**config.mk**
```make
export PLATFORM = sky130hd
export DESIGN_NAME = adc_channel_select_control
export DESIGN_NICKNAME = d
export VERILOG_FILES = /design/src/logic/adc_ctrl_pkg.sv /design/src/logic/adc_prescaler.sv /design/src/logic/adc_channel_select_control.sv
export SDC_FILE = /design/constraint.sdc
export NUM_CORES = 1
export LEC_CHECK = 0
export ABC_CLOCK_PERIOD_IN_PS = 3200
export BUFFER_PORTS_ARGS = -buffer_cell sky130_fd_sc_hd__clkbuf_2
export CORE_ASPECT_RATIO = 0.8
export CORE_MARGIN = 4
export CORE_UTILIZATION = 51
export DETAILED_ROUTE_END_ITERATION = 7
export GPL_TIMING_DRIVEN = 0
export PLACE_DENSITY_LB_ADDON = 0.12
export SKIP_LAST_GASP = 1
export SYNTH_ARGS = -nofsm -noshare
export SYNTH_HDL_FRONTEND = slang
export SYNTH_HIERARCHICAL = 1
export SYNTH_SLANG_ARGS = --single-unit
export TNS_END_PERCENT = 10
```
**constraint.sdc**
```tcl
create_clock -name ref_clk -period 3.2 [get_ports ref_clk]
set_clock_uncertainty 0.1 [all_clocks]
set_input_delay 0.64 -clock ref_clk [delete_from_list [all_inputs] [get_ports ref_clk]]
set_output_delay 0.64 -clock ref_clk [all_outputs]
set_load 0.02 [all_outputs]
```
**src/logic/adc_ctrl_pkg.sv**
```systemverilog
package adc_ctrl_pkg;

  // ----------------------------------------------------------------
  // register map (byte addresses, one aligned word each)
  // ----------------------------------------------------------------
  localparam logic [7:0] selector_offset = 8'h00;
  localparam logic [7:0] control_offset = 8'h04;
  localparam logic [7:0] trigger_offset = 8'h08;
  localparam logic [7:0] result_offset = 8'h0C;
  localparam logic [7:0] sleep_offset = 8'h10;
  localparam logic [7:0] irq_status_offset = 8'h14;
  localparam logic [7:0] irq_mask_offset = 8'h18;

  // ----------------------------------------------------------------
  // control register field positions
  // ----------------------------------------------------------------
  localparam int enable_pos = 7;
  localparam int go_pos = 6;
  localparam int auto_pos = 5;
  localparam int done_pos = 4;
  localparam int irq_en_pos = 3;

  // ----------------------------------------------------------------
  // reset values and timing
  // ----------------------------------------------------------------
  localparam logic [7:0] control_reset = 8'h00;
  localparam logic [1:0] channel_reset = 2'h0;
  localparam logic [7:0] result_reset = 8'h00;
  localparam logic [4:0] normal_cycles = 5'h0D;
  localparam logic [4:0] first_cycles = 5'h19;
  localparam logic [4:0] hold_normal_cycles = 5'h03;
  localparam logic [4:0] hold_first_cycles = 5'h10;
  localparam logic [7:0] full_scale = 8'hFF;
  localparam int result_steps = 256;

  // sleep mode encodings
  localparam logic [1:0] sleep_none = 2'h0;
  localparam logic [1:0] sleep_idle = 2'h1;
  localparam logic [1:0] sleep_noise = 2'h2;
  localparam logic [1:0] sleep_other = 2'h3;

  typedef struct packed {
    logic [1:0] channel;
    logic [7:0] sample;
  } analog_type;

endpackage : adc_ctrl_pkg

```
**src/logic/adc_prescaler.sv**
```systemverilog
`timescale 1ns/1ns
`default_nettype none
module adc_prescaler (
  // clock and reset
  input wire logic ref_clk,
  input wire logic rst,
  // control
  input wire logic run,
  input wire logic restart,
  input wire logic [2:0] select,
  // converter clock edge
  output logic tick
);
  import adc_ctrl_pkg::*;

  logic [6:0] count_reg;
  logic [6:0] count_next;
  logic [6:0] limit;

  always_comb begin
    unique case (select)
      3'h0, 3'h1: limit = 7'h01;
      3'h2: limit = 7'h03;
      3'h3: limit = 7'h07;
      3'h4: limit = 7'h0F;
      3'h5: limit = 7'h1F;
      3'h6: limit = 7'h3F;
      3'h7: limit = 7'h7F;
    endcase
  end

  // held in reset while the converter is off, so the phase starts at enable
  always_comb begin
    count_next = count_reg + 7'h01;
    if (!run || restart || count_reg >= limit) begin
      count_next = 7'h00;
    end
  end

  assign tick = run && !restart && (count_reg >= limit);

  always_ff @(posedge ref_clk) begin
    if (rst) begin
      count_reg <= 7'h00;
    end else begin
      count_reg <= count_next;
    end
  end
endmodule : adc_prescaler
`default_nettype wire

```
**src/logic/adc_channel_select_control.sv**
```systemverilog
// Function
// cpu reads and writes the held channel selection at any time.
// while idle the active mux setting follows the held selection.
// once converting, the active setting is frozen against cpu writes.
// copying resumes in the last converter cycle before completion.
// a go request starts conversion on the next converter clock edge.
// software waits one converter cycle after go before changing channel.
// under auto trigger, software changes channel only at safe points.
// a safe channel change applies to the next conversion.
// free running restart keeps the previous channel for that conversion.
// idle or noise sleep with conditions met starts a conversion.
// completion interrupt wakes the cpu from a sleep conversion.
// an earlier wake still gets the completion interrupt request.
// other sleep modes leave the converter enabled.
// result is vin times 256 over reference, 0x00 to 0xFF.
// inputs above reference saturate at full scale.
// result is readable no later than the done flag sets.
// single mode clears go with result store and done flag.
// done flag clears on vector acknowledge or writing one.
//
// Our own choices: the placing of the registers and the APB register port.
`timescale 1ns/1ns
`default_nettype none
module adc_channel_select_control (
  // clock and reset
  input wire logic ref_clk,
  input wire logic rst,
  // apb slave
  input wire logic psel,
  input wire logic penable,
  input wire logic pwrite,
  input wire logic [7:0] paddr,
  input wire logic [31:0] pwdata,
  output logic [31:0] prdata,
  output logic pready,
  output logic pslverr,
  // analog side
  input wire adc_ctrl_pkg::analog_type analog_in,
  input wire logic trigger_in,
  input wire logic vector_ack,
  output logic [1:0] mux_select,
  output logic sample_hold,
  // interrupt and wake
  output logic irq,
  output logic wake
);
  import adc_ctrl_pkg::*;

  // ----------------------------------------------------------------
  // state
  // ----------------------------------------------------------------
  typedef enum logic [1:0] {
    idle_st = 2'b00,
    convert_st = 2'b01
  } conv_state_type;

  conv_state_type state_reg, state_next;
  logic [1:0] held_reg, held_next;
  logic [1:0] active_reg, active_next;
  logic enable_reg, enable_next;
  logic go_reg, go_next;
  logic auto_reg, auto_next;
  logic done_reg, done_next;
  logic irq_en_reg, irq_en_next;
  logic [2:0] prescale_reg, prescale_next;
  logic [2:0] trig_src_reg, trig_src_next;
  logic [1:0] sleep_reg, sleep_next;
  logic [7:0] result_reg, result_next;
  logic [4:0] count_reg, count_next;
  logic first_reg, first_next;
  logic pending_reg, pending_next;
  logic sleep_armed_reg, sleep_armed_next;
  logic sleep_conv_reg, sleep_conv_next;
  logic irq_mask_reg, irq_mask_next;
  logic trig_meta_reg, trig_sync_reg, trig_prev_reg;
  logic [1:0] ch_meta_reg, ch_sync_reg;
  logic [7:0] smp_meta_reg, smp_sync_reg;
  logic [31:0] prdata_reg, prdata_next;

  logic tick;
  logic wr, rd;
  logic trig_edge;
  logic last_cycle;
  logic restart;
  logic [4:0] length;
  logic [4:0] hold_point;

  function automatic logic hit(input logic [7:0] a, input logic [7:0] off);
    hit = (a == off);
  endfunction : hit

  assign wr = psel && penable && pwrite;
  // read data is captured in the setup cycle so it already stands when the access phase is sampled
  assign rd = psel && !penable && !pwrite;
  assign pready = 1'b1;
  assign pslverr = 1'b0;
  assign prdata = prdata_reg;

  // ----------------------------------------------------------------
  // synchronisers for analog side and trigger pin
  // ----------------------------------------------------------------
  always_ff @(posedge ref_clk) begin
    if (rst) begin
      trig_meta_reg <= 1'b0;
      trig_sync_reg <= 1'b0;
      trig_prev_reg <= 1'b0;
      ch_meta_reg <= 2'h0;
      ch_sync_reg <= 2'h0;
      smp_meta_reg <= 8'h00;
      smp_sync_reg <= 8'h00;
    end else begin
      trig_meta_reg <= trigger_in;
      trig_sync_reg <= trig_meta_reg;
      trig_prev_reg <= trig_sync_reg;
      ch_meta_reg <= analog_in.channel;
      ch_sync_reg <= ch_meta_reg;
      smp_meta_reg <= analog_in.sample;
      smp_sync_reg <= smp_meta_reg;
    end
  end

  // free running restarts from the completion branch itself, not through a trigger edge
  assign trig_edge = auto_reg && (trig_src_reg != 3'h0) && trig_sync_reg && !trig_prev_reg;
  // edges that arrive while converting are dropped, only an idle converter restarts
  assign restart = trig_edge && (state_reg == idle_st);

  adc_prescaler u_prescaler (
    .ref_clk(ref_clk),
    .rst(rst),
    .run(enable_reg),
    .restart(restart),
    .select(prescale_reg),
    .tick(tick)
  );

  assign length = first_reg ? first_cycles : normal_cycles;
  // sample instant in converter cycles from the start of conversion
  assign hold_point = first_reg ? hold_first_cycles : hold_normal_cycles;
  assign last_cycle = (state_reg == convert_st) && (count_reg == length - 5'h01);

  // ----------------------------------------------------------------
  // next state
  // ----------------------------------------------------------------
  always_comb begin
    state_next = state_reg;
    held_next = held_reg;
    active_next = active_reg;
    enable_next = enable_reg;
    go_next = go_reg;
    auto_next = auto_reg;
    done_next = done_reg;
    irq_en_next = irq_en_reg;
    prescale_next = prescale_reg;
    trig_src_next = trig_src_reg;
    sleep_next = sleep_reg;
    result_next = result_reg;
    count_next = count_reg;
    first_next = first_reg;
    pending_next = pending_reg;
    sleep_armed_next = sleep_armed_reg;
    sleep_conv_next = sleep_conv_reg;
    irq_mask_next = irq_mask_reg;

    if (wr && hit(paddr, selector_offset)) begin
      held_next = pwdata[1:0];
    end
    if (wr && hit(paddr, control_offset)) begin
      if (pwdata[enable_pos] && !enable_reg) begin
        first_next = 1'b1;
      end
      enable_next = pwdata[enable_pos];
      auto_next = pwdata[auto_pos];
      irq_en_next = pwdata[irq_en_pos];
      prescale_next = pwdata[2:0];
      // a second go while converting would queue an unwanted extra conversion
      if (pwdata[go_pos] && state_reg == idle_st) begin
        pending_next = 1'b1;
        go_next = 1'b1;
      end
      if (pwdata[done_pos]) begin
        done_next = 1'b0;
      end
    end
    if (wr && hit(paddr, trigger_offset)) begin
      trig_src_next = pwdata[2:0];
    end
    if (wr && hit(paddr, sleep_offset)) begin
      sleep_next = pwdata[1:0];
      sleep_armed_next = 1'b1;
    end
    if (wr && hit(paddr, irq_status_offset) && pwdata[0]) begin
      done_next = 1'b0;
    end
    if (wr && hit(paddr, irq_mask_offset)) begin
      irq_mask_next = pwdata[0];
    end
    if (vector_ack) begin
      done_next = 1'b0;
    end

    // idle or noise sleep starts a conversion once the cpu halts; other modes leave enable alone
    if (sleep_armed_reg) begin
      sleep_armed_next = 1'b0;
      if ((sleep_reg == sleep_idle || sleep_reg == sleep_noise) && enable_reg && state_reg == idle_st
          && !auto_reg && irq_en_reg) begin
        pending_next = 1'b1;
        go_next = 1'b1;
        sleep_conv_next = 1'b1;
      end
    end
    if (restart) begin
      pending_next = 1'b1;
      go_next = 1'b1;
    end

    unique case (state_reg)
      idle_st: begin
        active_next = held_reg;
        if (tick && pending_reg) begin
          state_next = convert_st;
          pending_next = 1'b0;
          count_next = 5'h00;
          active_next = held_reg;
        end
      end
      convert_st: begin
        if (tick) begin
          count_next = count_reg + 5'h01;
        end
        if (last_cycle) begin
          active_next = held_reg;
        end
        if (last_cycle && tick) begin
          // saturated sample code is already clamped by the analog front end
          result_next = (smp_sync_reg > full_scale) ? full_scale : smp_sync_reg;
          // set even if another event already woke the cpu
          done_next = 1'b1;
          first_next = 1'b0;
          sleep_conv_next = 1'b0;
          count_next = 5'h00;
          if (auto_reg && trig_src_reg == 3'h0) begin
            // free running restart keeps the channel just latched
            state_next = convert_st;
          end else begin
            go_next = 1'b0;
            state_next = idle_st;
          end
        end
      end
    endcase

    // disabling aborts any conversion in flight
    if (!enable_next) begin
      state_next = idle_st;
      go_next = 1'b0;
      pending_next = 1'b0;
      count_next = 5'h00;
      sleep_conv_next = 1'b0;
    end
  end

  // ----------------------------------------------------------------
  // read data
  // ----------------------------------------------------------------
  always_comb begin
    prdata_next = 32'h0000_0000;
    if (rd) begin
      unique case (1'b1)
        hit(paddr, selector_offset): prdata_next = {30'h0000_0000, held_reg};
        hit(paddr, control_offset): prdata_next = {24'h00_0000, enable_reg, go_reg, auto_reg, done_reg,
                                                   irq_en_reg, prescale_reg};
        hit(paddr, trigger_offset): prdata_next = {29'h0000_0000, trig_src_reg};
        hit(paddr, result_offset): prdata_next = {24'h00_0000, result_reg};
        hit(paddr, sleep_offset): prdata_next = {30'h0000_0000, sleep_reg};
        hit(paddr, irq_status_offset): prdata_next = {31'h0000_0000, done_reg};
        hit(paddr, irq_mask_offset): prdata_next = {31'h0000_0000, irq_mask_reg};
        default: prdata_next = 32'h0000_0000;
      endcase
    end
  end

  always_ff @(posedge ref_clk) begin
    if (rst) begin
      prdata_reg <= 32'h0000_0000;
    end else begin
      prdata_reg <= prdata_next;
    end
  end

  // ----------------------------------------------------------------
  // registers
  // ----------------------------------------------------------------
  always_ff @(posedge ref_clk) begin
    if (rst) begin
      state_reg <= idle_st;
      held_reg <= channel_reset;
      active_reg <= channel_reset;
      enable_reg <= control_reset[enable_pos];
      go_reg <= control_reset[go_pos];
      auto_reg <= control_reset[auto_pos];
      done_reg <= control_reset[done_pos];
      irq_en_reg <= control_reset[irq_en_pos];
      prescale_reg <= control_reset[2:0];
      trig_src_reg <= 3'h0;
      sleep_reg <= sleep_none;
      result_reg <= result_reset;
      count_reg <= 5'h00;
      first_reg <= 1'b0;
      pending_reg <= 1'b0;
      sleep_armed_reg <= 1'b0;
      sleep_conv_reg <= 1'b0;
      irq_mask_reg <= 1'b0;
    end else begin
      state_reg <= state_next;
      held_reg <= held_next;
      active_reg <= active_next;
      enable_reg <= enable_next;
      go_reg <= go_next;
      auto_reg <= auto_next;
      done_reg <= done_next;
      irq_en_reg <= irq_en_next;
      prescale_reg <= prescale_next;
      trig_src_reg <= trig_src_next;
      sleep_reg <= sleep_next;
      result_reg <= result_next;
      count_reg <= count_next;
      first_reg <= first_next;
      pending_reg <= pending_next;
      sleep_armed_reg <= sleep_armed_next;
      sleep_conv_reg <= sleep_conv_next;
      irq_mask_reg <= irq_mask_next;
    end
  end

  assign mux_select = active_reg;
  assign sample_hold = (state_reg == convert_st) && (count_reg == hold_point);
  assign irq = done_reg && irq_en_reg && irq_mask_reg;
  assign wake = irq;
endmodule : adc_channel_select_control
`default_nettype wire

```
==> results of run 1 <==
[cell usage in the layout, fill, tap and decap left out, drive strengths merged, types with 3 or more instances in the layout]
cell,netlist,final
nand2,19,19
or3,3,3
buf,31,33
clkinv,0,3
a21oi,15,15
clkbuf,8,57
o21ai,12,12
nor2b,23,23
inv,10,14
nor3b,5,5
nand3,18,18
nor2,31,31
nor3,12,12
mux2i,25,25
nand4,5,5
xor2,3,3
nor4,5,5
a211oi,5,5
conb,2,26
a31oi,3,3
and3,3,3
dfxtp,69,69
ha,9,9
[final cells by class]
| cell class | count | area share |
|---|---|---|
| well taps | 81 | 0.0266 |
| repair buffers | 42 | 0.0565 |
| inverters | 10 | 0.00985 |
| multi-input cells | 248 | 0.429 |
| flip-flops and latches | 69 | 0.362 |
| plain buffers | 39 | 0.0686 |
| clock buffers | 9 | 0.0325 |
| clock inverters | 7 | 0.0148 |
[worst max-delay path, delay by kind of cell, from the launching register on]
kind / cells / cell delay (ns)
mux: 1 / 0.20
flops: 1 / 0.50
fa+ha+maj: 1 / 0.34
simple gates: 4 / 0.62
compound gates: 3 / 0.86
buf+inv: 1 / 0.23
[worst paths after layout]
path / from / endpoint
setup / recovery: prescale_reg[2] / result_reg[6]
hold / removal: sleep_armed_reg / sleep_armed_reg
setup reg to reg: prescale_reg[2] / result_reg[6]
hold reg to reg: sleep_armed_reg / sleep_armed_reg
[where the power goes]
| part | leakage (nW) | total, mW | internal [mW] | switching [mW] |
|---|---|---|---|---|
| Sequential | 0.560 | 0.871 | 0.869 | 0.00255 |
| Clock | 0.0963 | 0.648 | 0.293 | 0.355 |
| Combinational | 0.954 | 0.120 | 0.0506 | 0.0699 |
| Total | 1.61 | 1.64 | 1.21 | 0.427 |
[kinds of logic (layout without fill, tap and decap cells)]
family                     after synthesis  in the layout  synth area share
DFF                                     69             69             0.428
xor gates and xnor gates                 4              4            0.0109
buffers and inverters                   49            107            0.0927
AOI/OAI and AO/OA                       46             46            0.0951
and+or+nand+nor                        136            136             0.240
other                                    2             26           0.00233
adders and majority gates                9              9            0.0349
muxes                                   27             27            0.0955
[per-layer routing]
layer  vias to the layer above  routed length (um)
met4                         0                 108
met3                        16                 432
met1                      1187                3070
li1                       1299                   -
met2                        79                3360
met5                         -                   0
==> metrics, run 1 <==
Clock Tree Buf Depth 2; Post-synth EDFFs 0; Register-to-Register Path Depth 10; drt first pass iters 4; Worst Path Class, Setup reg -> reg; Syn Area/Cell 9.43 um2; Seq/Total Area, Yosys 0.428; Rows 25; Cells after Synth 342; top cells by area, synth dfxtp_1 (43%), mux2i_1 (7.5%), buf_4 (6.5%); CP max stage delay 0.50 ns; Slew HR 0.422; yosys warns 6; min Tclk post-route 2.97 ns; Post-Route WL 6970 um; FF-to-FF setup slack 0.23 ns; fin area 3810 um2; Hold Slack 0.332 ns; placed wire-length estimate 5250 um; Worst Hold Depth 1; vias in the first global route 2,426; Startpoint Class register; maximum vdd drop 318 uV; Root Driver clkbuf_8; Initial Util 0.537; fin util 0.635; Ports 96; Yosys top cell by area dfxtp_1; Setup TNS 0 ns; Storage cell area 1380 um2; Starting DRT DRC Count 93; gr usage total 0.187; synthesized area 3220 um2; Setup WS pre-CTS 0.133 ns; Routed wire per std cell 13.8 um; Crit path top cell by count nand2_1; setup violators final 0; final antenna-violating net count 0; gpl congestion 0.815; Final Hold Viols 0; unrepaired setup endpoints after global routing no; fin crit share 0.929; synth unique cells 52; initial antenna violation count 0; Ant. Diodes 0; Leakage 1.61 nW; Crit Path Max Fanout 10; share of cells above drive strength 1 0.243; fmax 336 MHz; chip height 79.1 um; M3 GR Usage 0.0667; Multi-input gate area 1630 um2; worst min-delay path class reg -> reg; GR Layer Usage met1 0.228; fraction of registers with async set/reset 0; fin cells 505; Cells after DPL 487; CTS tree yes; vias per std cell 5.11; GRT busiest layer met2; met2 usage 0.313; crit path cell chain o21ai_0 -> ha_1 -> nand2_1 -> nor4_4 -> o211a_1 -> nand2_1 -> a211oi_4 -> buf_6 -> mux2i_1 -> nor2_1; Die W 96.9 um; CP endpoint kind register; GRT Residual Overflow 0; status completed; Final Slew Violations 0; final setup margin 0.227 ns; Least-Margin Pin Slew 0.855 ns; Post-route DRC 0; Top FF cell, synth dfxtp_1; pwr/cell area 430 nW/um2; CP max stage cell dfxtp_1; fill count 537; Power, Total 1.64 mW; post-cts sizing count 0; Die Footprint 7670 um2; core area 6010 um2; Area growth syn-to-layout 18.2%; nets@finish 485; Synth Register Bits 69; maxcap violations 0; CP arrival 3.10 ns; clk_lat worst skew 0.35 ns; clock slew at reported path FFs 0.08 ns; Crit path required time 3.33 ns; first-pass GRT wire length 11,500 um; Post-synth top cells dfxtp_1 (69), nor2_1 (31), buf_4 (28); TritonCTS Buffers 9; hold_buf cts 0; Sinks on Clock Net 69; Placed Area 3620 um2; vias after detailed routing 2,581; Post CTS Setup Buffer Count 0; most frequent cell after synthesis dfxtp_1; IO buf count 40; largest net degree at the start of global routing 15; top cell type's share of synthesized area 0.428; CTS H-tree lvls 3
(Power assumes the default switching activity.)
==> inputs of run 2 (changes only) <==
--- a/config.mk
+++ b/config.mk
@@ -9,7 +9,8 @@
 export BUFFER_PORTS_ARGS = -buffer_cell sky130_fd_sc_hd__clkbuf_2
 export CORE_ASPECT_RATIO = 0.8
 export CORE_MARGIN = 4
-export CORE_UTILIZATION = 51
+export CORE_UTILIZATION = 53
+export CTS_BUF_LIST = sky130_fd_sc_hd__clkbuf_4
 export DETAILED_ROUTE_END_ITERATION = 7
 export GPL_TIMING_DRIVEN = 0
 export PLACE_DENSITY_LB_ADDON = 0.12
==> run 2 against run 1 <==
  * Cell area is 0.85% lower
  * Sequential cell count unchanged
  * Largest power group unchanged
  * Core utilization is 0.46 points higher
  * Die area decreased by 3.4%
  * Total power fell by 5.0%
  * Setup slack improved by 0.13 ns
  * Sequential power hardly changed
  * Via count grew 1.5%
  * First-iteration DRC count grew 80%
  * Register-to-register slack improved by 0.13 ns
==> metrics, run 2 (synthesis results as in run 1) <==
Final Slew Violations 0; Leakage 1.59 nW; most frequent cells in the layout dfxtp_1 (69), clkbuf_2 (40), nor2_1 (31), buf_4 (31), conb_1 (26); min Tclk post-route 2.84 ns; vias in the first global route 2,468; first-pass GRT wire length 11,400 um; gpl congestion 0.894; status completed; Setup WS pre-CTS 0.138 ns; Multi-input gate area 1630 um2; RR Startpoint prescale_reg[2]; maximum vdd drop 268 uV; Buf/Inv on CP 1; IO buf count 40; largest net degree at the start of global routing 17; clock slew at reported path FFs 0.15 ns; Worst path top cell family by delay compound AO/OA/AOI/OAI gates; Crit path required time 3.42 ns; most common cell after layout, fill and taps aside dfxtp_1; Initial Util 0.545; fin crit share 0.889; share of cells above drive strength 1 0.245; worst min-delay path class in -> reg; Setup TNS 0 ns; Crit Path Max Fanout 10; Least-Margin Pin Slew 0.780 ns; vias per std cell 5.18; crit path cell chain o21ai_0 -> ha_1 -> nand2_1 -> nor4_4 -> o211a_1 -> nand2_1 -> a211oi_4 -> buf_6 -> mux2i_1 -> nor2_1; Crit path top cell by count nand2_1; Sinks on Clock Net 69; fmax 352 MHz; Post-Route WL 6880 um; fin cells 506; Ant. Diodes 0; Storage cell area 1380 um2; gr usage total 0.197; Root Driver clkbuf_4; vias after detailed routing 2,621; Cells after DPL 487; pwr/cell area 412 nW/um2; initial antenna violation count 0; final setup margin 0.356 ns; CP max stage delay 0.48 ns; CP startpoint prescale_reg[2]; maxcap violations 0; Clock Tree Buf Depth 2; TritonCTS Buffers 9; Post-route DRC 0; hold_buf cts 0; chip height 77.8 um; Area growth syn-to-layout 17.2%; CTS tree yes; Final Hold Viols 0; placed wire-length estimate 5130 um; Worst Path Class, Setup reg -> reg; Die W 95.2 um; drt first pass iters 5; core area 5910 um2; clk_lat worst skew 0.44 ns; Startpoint Class register; fill count 524; unrepaired setup endpoints after global routing no; nets@finish 486; CTS H-tree lvls 3; Ports 96; Die Footprint 7400 um2; final antenna-violating net count 0; CP max stage cell dfxtp_1; Hold Crit Start analog_in[3]; Slew HR 0.473; GRT Residual Overflow 0; Routed wire per std cell 13.6 um; Rows 25; CP arrival 3.06 ns; setup violators final 0; Starting DRT DRC Count 167; fin util 0.639; CP endpoint kind register
-- run 2: cell types whose count changed in the layout (fill, tap and decap cells not counted), sizes merged --
| cell | delta |
|---|---|
| inv | +1 |
| buf | +1 |
| clkinv | -2 |
| clkinvlp | +1 |
-- run 2: layer usage --
layer	global-route usage	up-vias	share of wire
met5	0	-	0
met2	0.323	82	0.48
met4	0.0692	0	0.013
met1	0.247	1222	0.44
li1	-	1308	-
met3	0.0552	9	0.065
-- run 2: final timing paths --
check                    end  slack, ns  cells past startpoint
max            result_reg[7]       0.36                     10
min reg2reg  sleep_armed_reg       0.33                      1
min          smp_meta_reg[3]       0.29                      2
max reg2reg    result_reg[7]       0.36                     10
-- run 2: worst reg2reg max path: cells and delay by family, from the launching register on --
family | cells | cell delay, ns
buffers and inverters | 1 | 0.22
flip-flops | 1 | 0.48
AO/OA/AOI/OAI | 3 | 0.82
AND/OR/NAND/NOR | 4 | 0.60
adder cells (fa/ha/maj) | 1 | 0.32
multiplexers | 1 | 0.19
-- run 2: layout make-up --
cell class                      count  share of cell area
Clock buffer                        9              0.0179
Sequential cell                    69               0.366
Clock inverter                      7              0.0192
Tap cell                           81              0.0268
Buffer                             39              0.0692
Timing Repair Buffer               43              0.0589
Inverter                           10             0.00993
Multi-Input combinational cell    248               0.432
-- run 2: power breakdown --
group | switching (mW) | leakage (nW) | internal (mW)
logic | 0.0699 | 0.959 | 0.0505
clock network | 0.380 | 0.0741 | 0.184
registers | 0.00250 | 0.560 | 0.870
total | 0.452 | 1.59 | 1.10
-- run 2: repair_timing --
action / 4_1_cts / 5_1_grt
endpoints found under the setup margin: 0 / 6
buffers inserted: 0 / 3
resized for setup: 0 / 0
-- run 2: through the flow --
| stage | hold slack [ns] | area (um2) | power, mW |
|---|---|---|---|
| floorplan | 0.297 | 3310 | 0.977 |
| finish | 0.287 | 3780 | 1.56 |
| global placement | 0.309 | 3620 | 1.01 |
| global route | 0.267 | 3780 | 1.62 |
| CTS | 0.274 | 3760 | 1.57 |
| detailed placement | 0.317 | 3620 | 1.01 |
==> inputs of run 3 (changes only) <==
--- a/config.mk
+++ b/config.mk
@@ -13,6 +13,7 @@
 export CTS_BUF_LIST = sky130_fd_sc_hd__clkbuf_4
 export DETAILED_ROUTE_END_ITERATION = 7
 export GPL_TIMING_DRIVEN = 0
+export MAX_ROUTING_LAYER = met4
 export PLACE_DENSITY_LB_ADDON = 0.12
 export SKIP_LAST_GASP = 1
 export SYNTH_ARGS = -nofsm -noshare
==> run 3 against run 2 <==
  * Register-to-register slack hardly changed
  * Sequential power about the same
  * Final cell count did not move
  * Sequential share of layout area stayed put
  * Sequential cell count did not move
  * Highest routed layer unchanged
==> metrics, run 3 (synthesis results as in run 1) <==
status completed; CP max stage delay 0.48 ns; min Tclk post-route 2.84 ns; post-cts sizing count 0; pwr/cell area 412 nW/um2; GRT Residual Overflow 0; Crit path depth 10; Post-Route WL 6850 um; CP endpoint kind register; Worst Hold Depth 2; fin util 0.639; Root Driver clkbuf_4; Rows 25; setup violators final 0; Post-route DRC 0; Startpoint Class register; share of cells above drive strength 1 0.245; core area 5910 um2; CP arrival 3.07 ns; Hold Slack 0.292 ns; unrepaired setup endpoints after global routing no; Final Hold Viols 0; clk_lat worst skew 0.44 ns; clock slew at reported path FFs 0.15 ns; Sinks on Clock Net 69; Hold Crit Start analog_in[3]; Slew HR 0.470; vias after detailed routing 2,588; Crit path top cell by count nand2_1; vias per std cell 5.11; Die W 95.2 um; TritonCTS Buffers 9; Area growth syn-to-layout 17.2%; Worst Path Class, Setup reg -> reg; worst min-delay path class in -> reg; crit path cell chain o21ai_0 -> ha_1 -> nand2_1 -> nor4_4 -> o211a_1 -> nand2_1 -> a211oi_4 -> buf_6 -> mux2i_1 -> nor2_1; Crit path required time 3.43 ns; most frequent cells in the layout dfxtp_1 (69), clkbuf_2 (40), nor2_1 (31), buf_4 (31), conb_1 (26); most common cell after layout, fill and taps aside dfxtp_1; first-pass GRT wire length 11,400 um; fin crit share 0.888; Initial Util 0.545; Buf/Inv on CP 1; Final Slew Violations 0; maxcap violations 0; Ant. Diodes 0; Worst path top cell family by delay compound AO/OA/AOI/OAI gates; CTS tree yes; Starting DRT DRC Count 138; drt first pass iters 4; Die Footprint 7400 um2; gpl congestion 0.909; vias in the first global route 2,461; Least-Margin Pin Slew 0.783 ns; IO buf count 40; fmax 352 MHz; Leakage 1.59 nW; Clock Tree Buf Depth 2; initial antenna violation count 0; Register-to-Register Path Depth 10; RR Startpoint prescale_reg[2]; gr usage total 0.204; Setup TNS 0 ns; CP max stage cell dfxtp_1; largest net degree at the start of global routing 17; Ports 96; CTS H-tree lvls 3; Routed wire per std cell 13.5 um; maximum vdd drop 269 uV; chip height 77.8 um; nets@finish 486; CP startpoint prescale_reg[2]; final antenna-violating net count 0; Crit Path Max Fanout 10; placed wire-length estimate 5130 um
## run 3: cell counts in the layout (fill, tap and decap cells not counted)
No cell type changed its count.
## run 3: path summary, 6_finish.rpt
check / endpoint / slack [ns]
worst max-delay path: result_reg[6] / 0.36
worst min-delay path: smp_meta_reg[3] / 0.29
worst max register to register: result_reg[6] / 0.36
worst min register to register: sleep_armed_reg / 0.33
## run 3: timing repair
item,4_1_cts,5_1_grt
endpoints found under the setup margin,0,6
setup buffers,0,3
hold buffers,0,0
## run 3: per-layer routing
| layer | global-route usage | up-vias | wire (um) |
|---|---|---|---|
| met5 | - | - | 0 |
| met4 | 0.0692 | 0 | 109 |
| met3 | 0.0610 | 11 | 399 |
| met2 | 0.322 | 68 | 3310 |
| met1 | 0.247 | 1197 | 3030 |
| li1 | - | 1312 | - |
## run 3: report_power, final
group	internal (mW)	switching (mW)	leakage, nW	total (mW)
clock network	0.184	0.379	0.0741	0.563
registers	0.870	0.00249	0.560	0.872
logic	0.0505	0.0699	0.959	0.120
total	1.10	0.451	1.59	1.56
## run 3: layout make-up
type / count / area (um2)
Sequential cell: 69 / 1380
Clock buffer: 9 / 67.6
Fill cell: 524 / 2130
Clock inverter: 7 / 72.6
Multi-Input combinational cell: 248 / 1630
Inverter: 10 / 37.5
Timing Repair Buffer: 43 / 223
Tap cell: 81 / 101
Buffer: 39 / 262
## run 3: through the flow
stage	worst slack, ns	total power [mW]	std cells	instance area, um2
floorplan	0.652	0.977	366	3310
global placement	0.239	1.01	487	3620
detailed placement	0.138	1.01	487	3620
CTS	0.143	1.57	503	3760
global route	0.121	1.62	506	3780
finish	0.359	1.56	506	3780
